$ cat config.mk
export PLATFORM = sky130hd
export DESIGN_NAME = mmes_event_select
export DESIGN_NICKNAME = d
export VERILOG_FILES = /design/src/core/mmes_pkg.sv /design/src/core/mmes_ctr_if.sv /design/src/core/mmes_ctr_acc.sv /design/src/core/mmes_event_select.sv
export SDC_FILE = /design/constraint.sdc
export NUM_CORES = 1
export LEC_CHECK = 0
export ABC_CLOCK_PERIOD_IN_PS = 4450
export BUFFER_PORTS_ARGS = -buffer_cell sky130_fd_sc_hd__buf_2
export CORE_ASPECT_RATIO = 0.8
export CORE_UTILIZATION = 30
export CTS_BUF_LIST = sky130_fd_sc_hd__clkbuf_8 sky130_fd_sc_hd__clkbuf_16
export DETAILED_ROUTE_END_ITERATION = 10
export PLACE_DENSITY = 0.45
export SLEW_MARGIN = 10
export SYNTH_ARGS = -nofsm -noshare
export SYNTH_HDL_FRONTEND = slang
export SYNTH_HIERARCHICAL = 1
export SYNTH_SLANG_ARGS = --single-unit
$ cat constraint.sdc
create_clock -name ref_clk_in -period 4.45 [get_ports ref_clk_in]
set_input_delay 0.445 -clock ref_clk_in [delete_from_list [all_inputs] [get_ports ref_clk_in]]
set_output_delay 0.445 -clock ref_clk_in [all_outputs]
set_load 0.01 [all_outputs]
$ cat src/core/mmes_pkg.sv
// Constants and types for the mesh-to-memory event selection block.
// Assumes a single 100 MHz clock and a plain register port with 8-bit byte addresses.
package mmes_pkg;

  localparam int NUM_CTRS        = 6;
  localparam int RESTRICTED_CTRS = 4;
  localparam int CNT_W           = 32;
  localparam int DATA_W          = 32;
  localparam int ADDR_W          = 8;
  localparam int FILL_W          = 6;
  localparam int INC_W           = FILL_W;

  ////////////////////////////////////////////////////////////////////////////
  // Register map: selector and count of counter i at base + i * stride
  localparam logic [ADDR_W-1:0] SEL_BASE   = 8'h00;
  localparam logic [ADDR_W-1:0] CNT_BASE   = 8'h04;
  localparam logic [ADDR_W-1:0] CTR_STRIDE = 8'h08;

  localparam int CODE_LSB  = 0;
  localparam int CODE_MSB  = 7;
  localparam int UMASK_LSB = 8;
  localparam int UMASK_MSB = 15;
  localparam int EN_BIT    = 22;

  localparam logic [DATA_W-1:0] SEL_WMASK = 32'h0040_FFFF;
  localparam logic [DATA_W-1:0] SEL_RESET = 32'h0000_0000;
  localparam logic [CNT_W-1:0]  CNT_RESET = 32'h0000_0000;
  localparam logic [DATA_W-1:0] RD_IDLE   = 32'h0000_0000;

  ////////////////////////////////////////////////////////////////////////////
  // Event codes
  localparam logic [7:0] CLOCKTICK_CODE                = 8'h00;
  localparam logic [7:0] INGRESS_MC_SKIP_COUNT_CODE    = 8'h21;
  localparam logic [7:0] EGRESS_MC_SKIP_COUNT_CODE     = 8'h22;
  localparam logic [7:0] CORE_SHORTCUT_DISABLED_CODE   = 8'h24;
  localparam logic [7:0] CORE_SHORTCUT_OVERRIDE_CODE   = 8'h25;
  localparam logic [7:0] LINK_SHORTCUT_DISABLED_CODE   = 8'h27;
  localparam logic [7:0] LINK_SHORTCUT_CREDIT_CODE     = 8'h28;
  localparam logic [7:0] LINK_SHORTCUT_OVERRIDE_CODE   = 8'h29;
  localparam logic [7:0] DIR_HIT_CODE                  = 8'h2a;
  localparam logic [7:0] DIR_MISS_CODE                 = 8'h2b;
  localparam logic [7:0] DIR_LOOKUP_COUNT_CODE         = 8'h2d;
  localparam logic [7:0] MC_READ_COUNT_CODE            = 8'h37;
  localparam logic [7:0] MC_WRITE_COUNT_CODE           = 8'h38;
  localparam logic [7:0] HEADER_MATCH_COUNT_CODE       = 8'h4c;
  localparam logic [7:0] MIRROR_QUEUE_INSERT_CODE      = 8'h64;
  localparam logic [7:0] MIRROR_QUEUE_FILL_LEVEL_CODE  = 8'h65;

  // Memory target encoding of a read or write
  localparam logic [1:0] TGT_DDR_MEM   = 2'h0;
  localparam logic [1:0] TGT_DDR_CACHE = 2'h1;
  localparam logic [1:0] TGT_PERSIST   = 2'h2;

  localparam int RD_PERSIST_BIT = 5;

  // Internal conditions, captured once per clock
  typedef struct packed {
    logic              egress_taken;
    logic              egress_not_taken;
    logic              ingress_taken;
    logic              ingress_not_taken;
    logic              core_disabled;
    logic              core_override;
    logic              link_disabled;
    logic              link_credit_override;
    logic              link_override;
    logic [7:0]        dir_hit;
    logic [7:0]        dir_miss;
    logic [3:0]        dir_lookup;
    logic              rd_valid;
    logic              rd_critical;
    logic              rd_full;
    logic              rd_tgen;
    logic              rd_scrub;
    logic [1:0]        rd_target;
    logic              wr_valid;
    logic              wr_critical;
    logic              wr_partial;
    logic              wr_scrub;
    logic [1:0]        wr_target;
    logic              mirror_insert;
    logic [FILL_W-1:0] mirror_fill;
    logic              match_mesh;
    logic              match_mc;
  } mmes_cond_t;

endpackage

$ cat src/core/mmes_ctr_if.sv
// Control and count of one event counter between the selector and the accumulator.
// Assumes both ends run on the same clock.
`timescale 1ns/10ps
interface mmes_ctr_if;
  logic                       load;
  logic [mmes_pkg::CNT_W-1:0] load_value;
  logic [mmes_pkg::INC_W-1:0] inc;
  logic [mmes_pkg::CNT_W-1:0] count;

  modport ctl (output load, output load_value, output inc, input count);
  modport acc (input load, input load_value, input inc, output count);
endinterface

$ cat src/core/mmes_ctr_acc.sv
// One event counter: software load, otherwise adds the increment each clock.
// Assumes the increment is already gated by enable and selection.
`timescale 1ns/10ps
module mmes_ctr_acc (
  input  wire logic ref_clk_in,
  input  wire logic rst_n_in,
  mmes_ctr_if.acc   ctr
);
  logic [mmes_pkg::CNT_W-1:0] count_reg;

  // Software load wins so a preset is never disturbed by a same-cycle event
  always_ff @(posedge ref_clk_in or negedge rst_n_in) begin
    if (!rst_n_in) begin
      count_reg <= mmes_pkg::CNT_RESET;
    end else if (ctr.load) begin
      count_reg <= ctr.load_value;
    end else begin
      count_reg <= count_reg + mmes_pkg::CNT_W'(ctr.inc);
    end
  end

  assign ctr.count = count_reg;
endmodule

$ cat src/core/mmes_event_select.sv
// Event selection and unit-mask decode for the mesh-to-memory agent counters.
// Assumes condition inputs come from logic on ref_clk_in, the agent's uncore clock.
//
// Contract
// - Code 0x22 counts egress bypass: mask bit 0 taken, bit 1 not taken.
// - Code 0x21 counts ingress bypass, taken/not taken, counters 0-3 only.
// - Code 0x00 counts every uncore clock cycle.
// - Code 0x24 counts cycles core shortcut disabled by directory, counters 0-3.
// - Code 0x25 counts reads with core shortcut overridden, counters 0-3.
// - Codes 0x27, 0x28, 0x29 count link shortcut disabled, credit, overridden.
// - Code 0x2a counts directory hits; bits 0-3 dirty, 4-7 clean I/S/L/A.
// - Code 0x2b counts directory misses with the same eight-bit encoding.
// - Code 0x2d counts lookups: any, I, S, A; counters 0-3 only.
// - Code 0x37 counts memory reads by priority, target and traffic generator, counters 0-3 only.
// - Code 0x38 counts memory writes by priority, size and target, counters 0-3 only.
// - Scrub reads and writes are never counted.
// - Persistent writes count full and partial; persistent reads full only.
// - Code 0x64 counts mirror queue inserts, 0x65 adds mirror queue occupancy.
// - Code 0x4c counts header matches: bit 0 mesh, bit 1 memory controller.
//
// Decided for this implementation: the register addresses and the strobed register port.
`timescale 1ns/10ps
module mmes_event_select (
  input  wire logic                          ref_clk_in,
  input  wire logic                          rst_n_in,
  input  wire logic [mmes_pkg::ADDR_W-1:0]   reg_addr_in,
  input  wire logic [mmes_pkg::DATA_W-1:0]   reg_wdata_in,
  input  wire logic                          reg_wr_in,
  input  wire logic                          reg_rd_in,
  output logic      [mmes_pkg::DATA_W-1:0]   reg_rdata_out,
  input  wire logic                          egress_skip_taken_in,
  input  wire logic                          egress_skip_not_taken_in,
  input  wire logic                          ingress_skip_taken_in,
  input  wire logic                          ingress_skip_not_taken_in,
  input  wire logic                          core_shortcut_disabled_in,
  input  wire logic                          core_shortcut_override_in,
  input  wire logic                          link_shortcut_disabled_in,
  input  wire logic                          link_shortcut_credit_in,
  input  wire logic                          link_shortcut_override_in,
  input  wire logic [7:0]                    dir_hit_in,
  input  wire logic [7:0]                    dir_miss_in,
  input  wire logic [3:0]                    dir_lookup_in,
  input  wire logic                          mc_rd_valid_in,
  input  wire logic                          mc_rd_critical_in,
  input  wire logic                          mc_rd_full_in,
  input  wire logic                          mc_rd_traffic_generator_in,
  input  wire logic                          mc_rd_scrub_in,
  input  wire logic [1:0]                    mc_rd_target_in,
  input  wire logic                          mc_wr_valid_in,
  input  wire logic                          mc_wr_critical_in,
  input  wire logic                          mc_wr_partial_in,
  input  wire logic                          mc_wr_scrub_in,
  input  wire logic [1:0]                    mc_wr_target_in,
  input  wire logic                          mirror_queue_insert_in,
  input  wire logic [mmes_pkg::FILL_W-1:0]   mirror_queue_fill_level_in,
  input  wire logic                          header_match_mesh_in,
  input  wire logic                          header_match_mc_in
);
  localparam int N = mmes_pkg::NUM_CTRS;

  mmes_pkg::mmes_cond_t       cond_reg;
  logic [mmes_pkg::DATA_W-1:0] sel_reg [N];
  logic [mmes_pkg::DATA_W-1:0] rd_data_reg;
  logic [mmes_pkg::DATA_W-1:0] rd_mux;
  logic [mmes_pkg::CNT_W-1:0]  cnt_val [N];
  logic [N-1:0]                sel_hit;
  logic [N-1:0]                cnt_hit;
  logic [6:0]                  rd_kind;
  logic [7:0]                  wr_kind;
  logic                        rd_ok;
  logic                        wr_ok;

  mmes_ctr_if ctr_if [N] ();

  ////////////////////////////////////////////////////////////////////////////
  // Condition capture, one stage to keep the decode off the source timing path
  always_ff @(posedge ref_clk_in or negedge rst_n_in) begin
    if (!rst_n_in) begin
      cond_reg <= '0;
    end else begin
      cond_reg.egress_taken         <= egress_skip_taken_in;
      cond_reg.egress_not_taken     <= egress_skip_not_taken_in;
      cond_reg.ingress_taken        <= ingress_skip_taken_in;
      cond_reg.ingress_not_taken    <= ingress_skip_not_taken_in;
      cond_reg.core_disabled        <= core_shortcut_disabled_in;
      cond_reg.core_override        <= core_shortcut_override_in;
      cond_reg.link_disabled        <= link_shortcut_disabled_in;
      cond_reg.link_credit_override <= link_shortcut_credit_in;
      cond_reg.link_override        <= link_shortcut_override_in;
      cond_reg.dir_hit              <= dir_hit_in;
      cond_reg.dir_miss             <= dir_miss_in;
      cond_reg.dir_lookup           <= dir_lookup_in;
      cond_reg.rd_valid             <= mc_rd_valid_in;
      cond_reg.rd_critical          <= mc_rd_critical_in;
      cond_reg.rd_full              <= mc_rd_full_in;
      cond_reg.rd_tgen              <= mc_rd_traffic_generator_in;
      cond_reg.rd_scrub             <= mc_rd_scrub_in;
      cond_reg.rd_target            <= mc_rd_target_in;
      cond_reg.wr_valid             <= mc_wr_valid_in;
      cond_reg.wr_critical          <= mc_wr_critical_in;
      cond_reg.wr_partial           <= mc_wr_partial_in;
      cond_reg.wr_scrub             <= mc_wr_scrub_in;
      cond_reg.wr_target            <= mc_wr_target_in;
      cond_reg.mirror_insert        <= mirror_queue_insert_in;
      cond_reg.mirror_fill          <= mirror_queue_fill_level_in;
      cond_reg.match_mesh           <= header_match_mesh_in;
      cond_reg.match_mc             <= header_match_mc_in;
    end
  end

  ////////////////////////////////////////////////////////////////////////////
  // Read and write classes shared by every counter
  assign rd_ok = cond_reg.rd_valid & ~cond_reg.rd_scrub;
  assign wr_ok = cond_reg.wr_valid & ~cond_reg.wr_scrub;

  // Persistent reads count full lines only
  assign rd_kind = {cond_reg.rd_tgen,
                    (cond_reg.rd_target == mmes_pkg::TGT_PERSIST) & cond_reg.rd_full,
                    cond_reg.rd_target == mmes_pkg::TGT_DDR_CACHE,
                    cond_reg.rd_target == mmes_pkg::TGT_DDR_MEM,
                    1'b1,
                    cond_reg.rd_critical,
                    ~cond_reg.rd_critical};

  // Persistent writes count whatever the size
  assign wr_kind = {cond_reg.wr_target == mmes_pkg::TGT_PERSIST,
                    cond_reg.wr_target == mmes_pkg::TGT_DDR_CACHE,
                    cond_reg.wr_target == mmes_pkg::TGT_DDR_MEM,
                    1'b1,
                    cond_reg.wr_critical & cond_reg.wr_partial,
                    cond_reg.wr_critical & ~cond_reg.wr_partial,
                    ~cond_reg.wr_critical & cond_reg.wr_partial,
                    ~cond_reg.wr_critical & ~cond_reg.wr_partial};

  ////////////////////////////////////////////////////////////////////////////
  // Per-counter address decode, event decode and accumulator
  for (genvar i = 0; i < N; i++) begin : g_ctr
    // Restricted events simply never count on the upper counters
    localparam bit LOW = (i < mmes_pkg::RESTRICTED_CTRS);
    logic [7:0] code;
    logic [7:0] um;
    logic       hit;
    logic       occ;

    assign sel_hit[i] = reg_addr_in ==
                        mmes_pkg::ADDR_W'(mmes_pkg::SEL_BASE + i * mmes_pkg::CTR_STRIDE);
    assign cnt_hit[i] = reg_addr_in ==
                        mmes_pkg::ADDR_W'(mmes_pkg::CNT_BASE + i * mmes_pkg::CTR_STRIDE);
    assign code = sel_reg[i][mmes_pkg::CODE_MSB:mmes_pkg::CODE_LSB];
    assign um   = sel_reg[i][mmes_pkg::UMASK_MSB:mmes_pkg::UMASK_LSB];

    // Unit-mask bits OR together, so one cycle adds one at most, except code 0x65, which adds the mirror queue fill level
    always_comb begin
      hit = 1'b0;
      occ = 1'b0;
      case (code)
        mmes_pkg::CLOCKTICK_CODE:
          hit = 1'b1;
        mmes_pkg::EGRESS_MC_SKIP_COUNT_CODE:
          hit = |(um[1:0] & {cond_reg.egress_not_taken, cond_reg.egress_taken});
        mmes_pkg::INGRESS_MC_SKIP_COUNT_CODE:
          hit = LOW & |(um[1:0] & {cond_reg.ingress_not_taken,
                                   cond_reg.ingress_taken});
        mmes_pkg::CORE_SHORTCUT_DISABLED_CODE:
          hit = LOW & cond_reg.core_disabled;
        mmes_pkg::CORE_SHORTCUT_OVERRIDE_CODE:
          hit = LOW & cond_reg.core_override;
        mmes_pkg::LINK_SHORTCUT_DISABLED_CODE:
          hit = cond_reg.link_disabled;
        mmes_pkg::LINK_SHORTCUT_CREDIT_CODE:
          hit = cond_reg.link_credit_override;
        mmes_pkg::LINK_SHORTCUT_OVERRIDE_CODE:
          hit = cond_reg.link_override;
        mmes_pkg::DIR_HIT_CODE:
          hit = |(um & cond_reg.dir_hit);
        mmes_pkg::DIR_MISS_CODE:
          hit = |(um & cond_reg.dir_miss);
        mmes_pkg::DIR_LOOKUP_COUNT_CODE:
          hit = LOW & |(um[3:0] & cond_reg.dir_lookup);
        mmes_pkg::MC_READ_COUNT_CODE:
          hit = LOW & rd_ok & |(um[6:0] & rd_kind);
        mmes_pkg::MC_WRITE_COUNT_CODE:
          hit = LOW & wr_ok & |(um & wr_kind);
        mmes_pkg::HEADER_MATCH_COUNT_CODE:
          hit = |(um[1:0] & {cond_reg.match_mc, cond_reg.match_mesh});
        mmes_pkg::MIRROR_QUEUE_INSERT_CODE:
          hit = cond_reg.mirror_insert;
        mmes_pkg::MIRROR_QUEUE_FILL_LEVEL_CODE:
          occ = 1'b1;
        default:
          hit = 1'b0;
      endcase
    end

    // Interface arrays only take constant indices, so counts are copied out here
    assign cnt_val[i]           = ctr_if[i].count;
    assign ctr_if[i].load       = reg_wr_in & cnt_hit[i];
    assign ctr_if[i].load_value = reg_wdata_in;
    assign ctr_if[i].inc        = !sel_reg[i][mmes_pkg::EN_BIT] ? '0 :
                                  occ ? cond_reg.mirror_fill :
                                  mmes_pkg::INC_W'(hit);

    mmes_ctr_acc u_acc (
      .ref_clk_in (ref_clk_in),
      .rst_n_in   (rst_n_in),
      .ctr        (ctr_if[i])
    );
  end

  ////////////////////////////////////////////////////////////////////////////
  // Register port
  always_ff @(posedge ref_clk_in or negedge rst_n_in) begin
    if (!rst_n_in) begin
      for (int k = 0; k < N; k++) begin
        sel_reg[k] <= mmes_pkg::SEL_RESET;
      end
    end else if (reg_wr_in) begin
      for (int k = 0; k < N; k++) begin
        if (sel_hit[k]) begin
          sel_reg[k] <= reg_wdata_in & mmes_pkg::SEL_WMASK;
        end
      end
    end
  end

  // Unmapped addresses read as zero
  always_comb begin
    rd_mux = mmes_pkg::RD_IDLE;
    for (int k = 0; k < N; k++) begin
      if (sel_hit[k]) begin
        rd_mux = sel_reg[k];
      end
      if (cnt_hit[k]) begin
        rd_mux = cnt_val[k];
      end
    end
  end

  always_ff @(posedge ref_clk_in or negedge rst_n_in) begin
    if (!rst_n_in) begin
      rd_data_reg <= mmes_pkg::RD_IDLE;
    end else if (reg_rd_in) begin
      rd_data_reg <= rd_mux;
    end else begin
      rd_data_reg <= mmes_pkg::RD_IDLE;
    end
  end

  assign reg_rdata_out = rd_data_reg;

  ////////////////////////////////////////////////////////////////////////////
  // Checks on counter 0 and on the last, unrestricted-only counter
  logic [7:0]                 c0;
  logic [7:0]                 u0;
  logic                       lv0;
  logic [7:0]                 cl;
  logic                       lvl;
  logic [mmes_pkg::CNT_W-1:0] n0;
  logic [mmes_pkg::CNT_W-1:0] nl;

  assign c0  = g_ctr[0].code;
  assign u0  = g_ctr[0].um;
  assign lv0 = sel_reg[0][mmes_pkg::EN_BIT] & ~ctr_if[0].load;
  assign n0  = ctr_if[0].count;
  assign cl  = g_ctr[N-1].code;
  assign lvl = sel_reg[N-1][mmes_pkg::EN_BIT] & ~ctr_if[N-1].load;
  assign nl  = ctr_if[N-1].count;
endmodule

==> results of run 1 <==
-- layout make-up --
| type | instances | share of cell area [%] |
|---|---|---|
| flip-flops and latches | 377 | 34.5 |
| well taps | 1023 | 4.68 |
| diodes | 5 | 0.0458 |
| clock buffers | 52 | 4.51 |
| repair buffers | 232 | 5.83 |
| clock inverters | 32 | 1.14 |
| inverters | 30 | 0.412 |
| multi-input cells | 1817 | 48.9 |
-- layout by cell type, fill, tap and decap left out, types with 36 or more instances in the layout --
cell type	count
ha_1	36
buf_4	53
dlygate4sd3_1	52
a21oi_1	64
buf_2	124
xnor2_1	126
o21ai_0	177
dfrtp_1	377
mux2_2	141
nand4_1	42
nand2_1	288
clkbuf_16	46
a22oi_1	60
nor2_1	77
xor2_1	36
nand3_1	82
mux2i_1	47
-- worst min-delay path: cells and delay by family --
kind	cells	cell delay, ns
buffers and inverters	1	0.18
AND/OR/NAND/NOR	1	0.09
AO/OA/AOI/OAI	1	0.05
-- synthesized netlist by cell type, types with 9 or more instances --
cell type	count	area, um^2
mux4_2	13	293
nor4b_2	13	195
nand3_1	82	410
inv_1	30	113
a21o_1	18	135
o22ai_1	18	113
xor2_1	36	315
nor4b_1	13	114
nor4_2	12	150
a221oi_1	13	114
nand2_1	288	1080
o21ai_0	177	886
ha_1	36	450
and3_1	33	206
and4_1	19	166
a211oi_1	27	203
buf_2	26	130
nor3_1	30	150
a22o_1	24	210
xnor2_1	126	1100
nor3b_1	24	180
a221o_1	15	150
a222oi_1	21	210
or4_1	9	67.6
a21oi_1	64	320
mux2_2	141	1590
a22oi_1	60	450
nand4_1	42	263
a31oi_1	34	213
o21ai_1	18	90.1
dfrtp_1	377	9430
mux2i_1	47	470
nor2b_1	28	175
clkbuf_1	94	353
nor4_1	12	75.1
a311oi_1	17	149
nand2b_1	9	56.3
and2_1	35	219
a2111oi_2	13	195
nor2_1	77	289
-- power breakdown --
part	internal, uW	switching [uW]	leakage (uW)	total (uW)
registers	3780	645	0.00439	4420
clock network	2290	1640	0.000787	3920
logic	905	1360	0.00557	2260
-- per-layer routing --
metal  wire length [um]  share of wire (%)  up-vias
met5                  8             0.0079        -
met4               1770                1.8        2
met3              10500                 10      119
met2              41300                 41      965
met1              47500                 47    10600
li1                   -                  -     9178
-- stage by stage --
step / worst slack (ns) / setup TNS (ns) / hold WS, ns
2_1_floorplan: 0.917 / 0 / 0.149
5_1_grt: 0.123 / 0 / 0.208
3_3_place_gp: 0.0520 / 0 / 0.541
3_5_place_dp: -0.0839 / -0.566 / 0.548
6_report: 0.216 / 0 / 0.228
4_1_cts: 0.104 / 0 / 0.186
-- logic make-up (layout without fill, tap and decap cells) --
group / after synthesis / count (layout) / synth area share [%]
fa+ha+maj: 42 / 42 / 2.43
flops: 377 / 377 / 40.1
mux: 201 / 201 / 10.0
xor+xnor: 162 / 162 / 6.04
simple gates: 793 / 793 / 19.2
other cells: 0 / 5 / 0
buf+inv: 170 / 346 / 3.20
compound gates: 619 / 619 / 19.0
-- final timing paths --
| path | start | end | slack, ns | depth (start not counted) |
|---|---|---|---|---|
| min in group asynchronous | rst_n_in | g_ctr[5].u_acc/ctr.count[31] | 0.47 | 2 |
| min reg2reg | sel_reg[54] | sel_reg[54] | 0.58 | 1 |
| max reg2reg | g_ctr[2].um[0] | g_ctr[2].u_acc/ctr.count[26] | 0.22 | 12 |
| max in group asynchronous | rst_n_in | cond_reg[16] | 2.90 | 3 |
| min | reg_wdata_in[24] | g_ctr[2].u_acc/ctr.count[24] | 0.23 | 3 |
| max | g_ctr[2].um[0] | g_ctr[2].u_acc/ctr.count[26] | 0.22 | 12 |
-- what timing repair did --
item / CTS / global route
endpoints found under the setup margin: 12 / 11
setup buffers: 0 / 0
resized for setup: 1 / 1
endpoints found under the hold margin: 133 / 0
hold buffers: 52 / 0
==> metrics.md, run 1 <==
| Metric | Value |
|---|---|
| GRT Residual Overflow | 0 |
| Synth Flop Type | dfrtp_1 |
| Skew-Pair Late Insertion Delay | ~0.6 ns |
| Design area | 0.0273 mm^2 |
| CTS max path bufs | 3 |
| Register area | ~0.0094 mm^2 |
| I/O pin count | between 100 and 150 |
| Min Clock Period, post-route | 4.23 ns |
| Setup Skew | 0.0278 ns |
| First-pass GRT wire length | 146000 um |
| Placement Cell Area | 0.0253 mm^2 |
| Average via count per standard cell | 5.86 |
| Share of layout cells above drive strength 1 | 21.2% |
| Initial DRC count | about 2600 |
| Mapped Cells | 2364 |
| Unrepaired setup endpoints after global routing | false |
| TritonCTS buffer count | 46 |
| VDD IR-drop max | 0.000241 V |
| Met1 usage in global routing | 37.7% |
| Status | finished with violations |
| Mapped Area | 0.0235 mm^2 |
| DR pass1 iterations | 11 |
| Nets@finish | 2641 |
| Post-Route Utilization | 35.4% |
| Syn_nets | 2501 |
| Worst-path clk slew | 0.06 ns |
| Slew @ Worst Pin | 1.28 ns |
| Yosys warnings | 6 |
| Fin cells | roughly 3600 |
| Core ar. | 0.0773 mm^2 |
| Data arrival, critical path | 4.67 ns |
| Die width | 315 um |
| Max Freq | 236 MHz |
| Worst path top cell family by delay | compound AO/OA/AOI/OAI gates |
| Vias in the first global route | 20200 |
| Count of cell types in the netlist | 92 |
| PnR Total Power | 10600 uW |
| Busiest grt layer | met1 |
| Setup violators final | 0 |
| CP Capture Type | register |
| DP HPWL | 74400 um |
| Max Cap Violations | 0 |
| Worst min path class | primary input to register |
| Routability congestion estimate | 0.954 |
| TritonCTS Sinks | 377 |
| Slew headroom | 14.5% |
| Starting Density | 30.4% |
| Power per standard cell area | 388 mW/mm^2 |
| Share of flip-flops with an asynchronous set or reset | 100% |
| Port Buf Inserts | between 100 and 150 |
| Crit path max fanout | 12 |
| Root Driver | clkbuf_16 |
| Synthesized flop and latch total | 377 |
| Max reg flops | 192 |
| Final Cycle Share | 95.1% |
| DR vias | 20900 |
| CP Data Required Time | 4.88 ns |
| Slowest CP cell | o311ai_0 |
| Largest net degree at the start of global routing | 92 |
| Number of enable flip-flop cells after synthesis | 0 |
| Standard-cell rows | 91 |
| Initial antenna violation count | 6 |
| Drc violations | 12 |
| Fin. max-slew vios | 0 |
| CTS tree | yes |
| Die Area | 0.0795 mm^2 |
| Critical path type | register to register |
| Failing checks | design-rule violations |
| WL final | 101000 um |
| LEAKAGE | ~0.011 uW |
| Multi-input combinational cell area | between 0.01 and 0.015 mm^2 |
| GRT met2 Usage | 34.9% |
| Synth-to-layout area growth | 16.3% |
| Type of origin of the critical path | register |
| Avg Cell Area, Syn | 9.94 um^2 |
| Crit-path cells | mux4_2 -> o311ai_0 -> a21oi_1 -> o41a_1 -> ha_1 -> fa_1 -> a21o_1 -> a311oi_2 -> buf_4 -> nor3_1 -> xnor2_1 -> o21ai_0 |
| GRT Total Usage | around 25% |
| WL/cell | 28.3 um |
| GRT met3 Usage | 7.51% |
| Peak per-stage delay on the critical path | 0.65 ns |
| Post-route antenna net violation count | 0 |
| H-tree depth reported by CTS | 2 |
| Sequential-to-total area share from yosys stat | 40.1% |
| Filler instances | between 7000 and 8000 |
| Worst path bufs/invs | 1 |
| Final hold vios | 0 |
| Placed insts | 3427 |
| Die Y | 252 um |
Power figures use the tool's default switching activity.
==> run 2: changes to the inputs <==
--- a/config.mk
+++ b/config.mk
@@ -7,11 +7,13 @@
 export LEC_CHECK = 0
 export ABC_CLOCK_PERIOD_IN_PS = 4450
 export BUFFER_PORTS_ARGS = -buffer_cell sky130_fd_sc_hd__buf_2
+export CELL_PAD_IN_SITES_DETAIL_PLACEMENT = 1
+export CELL_PAD_IN_SITES_GLOBAL_PLACEMENT = 1
 export CORE_ASPECT_RATIO = 0.8
 export CORE_UTILIZATION = 30
 export CTS_BUF_LIST = sky130_fd_sc_hd__clkbuf_8 sky130_fd_sc_hd__clkbuf_16
 export DETAILED_ROUTE_END_ITERATION = 10
-export PLACE_DENSITY = 0.45
+export PLACE_DENSITY = 0.54
 export SLEW_MARGIN = 10
 export SYNTH_ARGS = -nofsm -noshare
 export SYNTH_HDL_FRONTEND = slang
==> metrics.md, run 2 (synthesis results as in run 1) <==
| Metric | Value |
|---|---|
| Initial antenna violation count | 4 (was 6) |
| Critical path type | register to register (unchanged) |
| Reg2reg end | g_ctr[3].u_acc/ctr.count[26] (was g_ctr[2].u_acc/ctr.count[26]) |
| Worst-path clk slew | 0.07 ns (was 0.06 ns) |
| DR vias | 21100 (was 20900) |
| Core ar. | 0.0773 mm^2 (unchanged) |
| LEAKAGE | 0.0108 uW (about the same) |
| Synth-to-layout area growth | 17.0% (was 16.3%) |
| Die Y | 252 um (unchanged) |
| CTS resizes | 0 (was 1) |
| I/O pin count | 127 (unchanged) |
| Min Clock Period, post-route | 4.12 ns (was 4.23 ns) |
| Slew headroom | 24.5% (was 14.5%) |
| Worst path top cell family by delay | compound AO/OA/AOI/OAI gates (unchanged) |
| Final Cycle Share | 92.5% (was 95.1%) |
| Unrepaired setup endpoints after global routing | false (unchanged) |
| Standard-cell rows | 91 (unchanged) |
| Fin cells | 3569 (was 3568) |
| Register area | 0.00943 mm^2 (unchanged) |
| Average via count per standard cell | 5.91 (was 5.86) |
| H-tree depth reported by CTS | 2 (unchanged) |
| Max reg flops | 192 (unchanged) |
| DR pass1 iterations | 10 (was 11) |
| First-pass GRT wire length | 155000 um (was 146000 um) |
| Multi-input combinational cell area | 0.0134 mm^2 (about the same) |
| Worst setup path end | g_ctr[3].u_acc/ctr.count[26] (was g_ctr[2].u_acc/ctr.count[26]) |
| Most common cell after layout, fill and taps aside | dfrtp_1 (unchanged) |
| Fin. max-slew vios | 0 (unchanged) |
| TritonCTS Sinks | 377 (unchanged) |
| Most frequent cells in the layout | 377 x dfrtp_1, 288 x nand2_1, 177 x o21ai_0 (unchanged) |
| Die width | 315 um (unchanged) |
| Initial DRC count | 2070 (was 2582) |
| Skew-Pair Late Insertion Delay | 0.61 ns (was 0.60 ns) |
| Filler instances | 8671 (was 7685) |
| GRT Total Usage | 26.9% (was 25.2%) |
| CP Data Required Time | 4.91 ns (was 4.88 ns) |
| Drc violations | 14 (was 12) |
| Setup TNS Final | 0 ns (unchanged) |
| Worst path bufs/invs | 1 (unchanged) |
| Peak per-stage delay on the critical path | 0.64 ns (was 0.65 ns) |
| Reg2reg path depth | 12 (unchanged) |
| Worst min path class | primary input to register (unchanged) |
| Slew @ Worst Pin | 1.13 ns (was 1.28 ns) |
| Starting Density | 30.4% (unchanged) |
| WL final | 107000 um (was 101000 um) |
| CP Depth | 12 (unchanged) |
| Crit-path cells | mux4_2 -> a2111oi_0 -> o22ai_1 -> o31a_1 -> ha_1 -> fa_1 -> a21o_1 -> a311oi_2 -> buf_4 -> nor3_1 -> xnor2_1 -> o21ai_0 (was mux4_2 -> o311ai_0 -> a21oi_1 -> o41a_1 -> ha_1 -> fa_1 -> a21o_1 -> a311oi_2 -> buf_4 -> nor3_1 -> xnor2_1 -> o21ai_0) |
| VDD IR-drop max | 0.000235 V (was 0.000241 V) |
| Placed insts | 3427 (unchanged) |
| CP Capture Type | register (unchanged) |
| Crit path max fanout | 12 (unchanged) |
| Post-route antenna net violation count | 0 (unchanged) |
| Post-Route Utilization | 35.6% (was 35.4%) |
| Data arrival, critical path | 4.58 ns (was 4.67 ns) |
| Share of layout cells above drive strength 1 | 21.2% (about the same) |
| Nets@finish | 2641 (unchanged) |
| Max Freq | 243 MHz (was 236 MHz) |
| GRT Residual Overflow | 0 (unchanged) |
| CTS tree | yes (unchanged) |
| TritonCTS buffer count | 46 (unchanged) |
| CTS max path bufs | 3 (unchanged) |
| Routability congestion estimate | 1.00 (was 0.954) |
| Vias in the first global route | 21500 (was 20200) |
| Setup Skew | 0.0201 ns (was 0.0278 ns) |
| Status | finished with violations (unchanged) |
| CP startpoint | g_ctr[3].um[2] (was g_ctr[2].um[0]) |
| WL/cell | 30.0 um (was 28.3 um) |
| Slowest CP cell | a2111oi_0 (was o311ai_0) |
| Die Area | 0.0795 mm^2 (unchanged) |
| Design area | 0.0275 mm^2 (was 0.0273 mm^2) |
| Setup violators final | 0 (unchanged) |
| Hold slack | 0.218 ns (was 0.228 ns) |
| Placement Cell Area | 0.0253 mm^2 (about the same) |
| Type of origin of the critical path | register (unchanged) |
| Power per standard cell area | 399 mW/mm^2 (was 388 mW/mm^2) |
| Max Cap Violations | 0 (unchanged) |
| DP HPWL | 78600 um (was 74400 um) |
| Port Buf Inserts | 126 (unchanged) |
| R2r startpoint | g_ctr[3].um[2] (was g_ctr[2].um[0]) |
| Failing checks | design-rule violations (unchanged) |
| Final hold vios | 0 (unchanged) |
| Root Driver | clkbuf_16 (unchanged) |
| R2r setup slk | 0.33 ns (was 0.22 ns) |
| Largest net degree at the start of global routing | 100 (was 92) |
-- run 2: through the flow --
| step | total power [uW] | setup WS [ns] |
|---|---|---|
| final | 11000 | 0.335 |
| after global routing | 11400 | 0.171 |
| after CTS | 11000 | 0.406 |
| after detailed placement | 6710 | 0.408 |
| after global placement | 6650 | 0.417 |
| after floorplan | 5780 | 0.917 |
-- run 2: cell type report --
cell class,count,area share [%]
Clock inverter,29,1.29
Antenna cell,4,0.0364
Clock buffer,57,4.78
Tap cell,1023,4.66
Inverter,30,0.410
Multi-Input combinational cell,1817,48.6
Timing Repair Buffer,232,5.89
Sequential cell,377,34.3
-- run 2: worst min path at each step --
| stage | start | end | slack [ns] | depth (start not counted) |
|---|---|---|---|---|
| 2_1_floorplan | rst_n_in | c0[0] | 0.15 | 0 |
| 3_3_place_gp | rst_n_in | cond_reg[42] | 0.52 | 1 |
| 3_5_place_dp | rst_n_in | cl[0] | 0.53 | 1 |
| 4_1_cts | reg_wdata_in[20] | g_ctr[3].u_acc/ctr.count[20] | 0.18 | 3 |
| 5_1_grt | reg_wdata_in[30] | g_ctr[3].u_acc/ctr.count[30] | 0.19 | 3 |
| 6_report | reg_wdata_in[30] | g_ctr[3].u_acc/ctr.count[30] | 0.22 | 3 |
-- run 2: routing by layer --
layer  GRT usage, %  up-vias  wire length, um
met5          0.369        -               20
met3           6.76      116             9590
met1           40.9    11000            51700
met4           5.96        2             2190
li1               -     9191                -
met2           37.3      794            43600
-- run 2: power by group --
part,total [uW],internal (uW),switching [uW]
registers,4430,3780,654
logic,2310,907,1400
clock network,4230,2510,1710
-- run 2: worst min-delay path, cell delays in order --
cell,delay (ns)
buf_2,0.20
nand2_1,0.09
o21ai_1,0.06
-- run 2: repair_timing --
action / CTS / global route
hold buffers: 52 / 0
setup endpoints to repair: 0 / 0
setup buffers: 0 / 0
hold endpoints to repair: 135 / 0
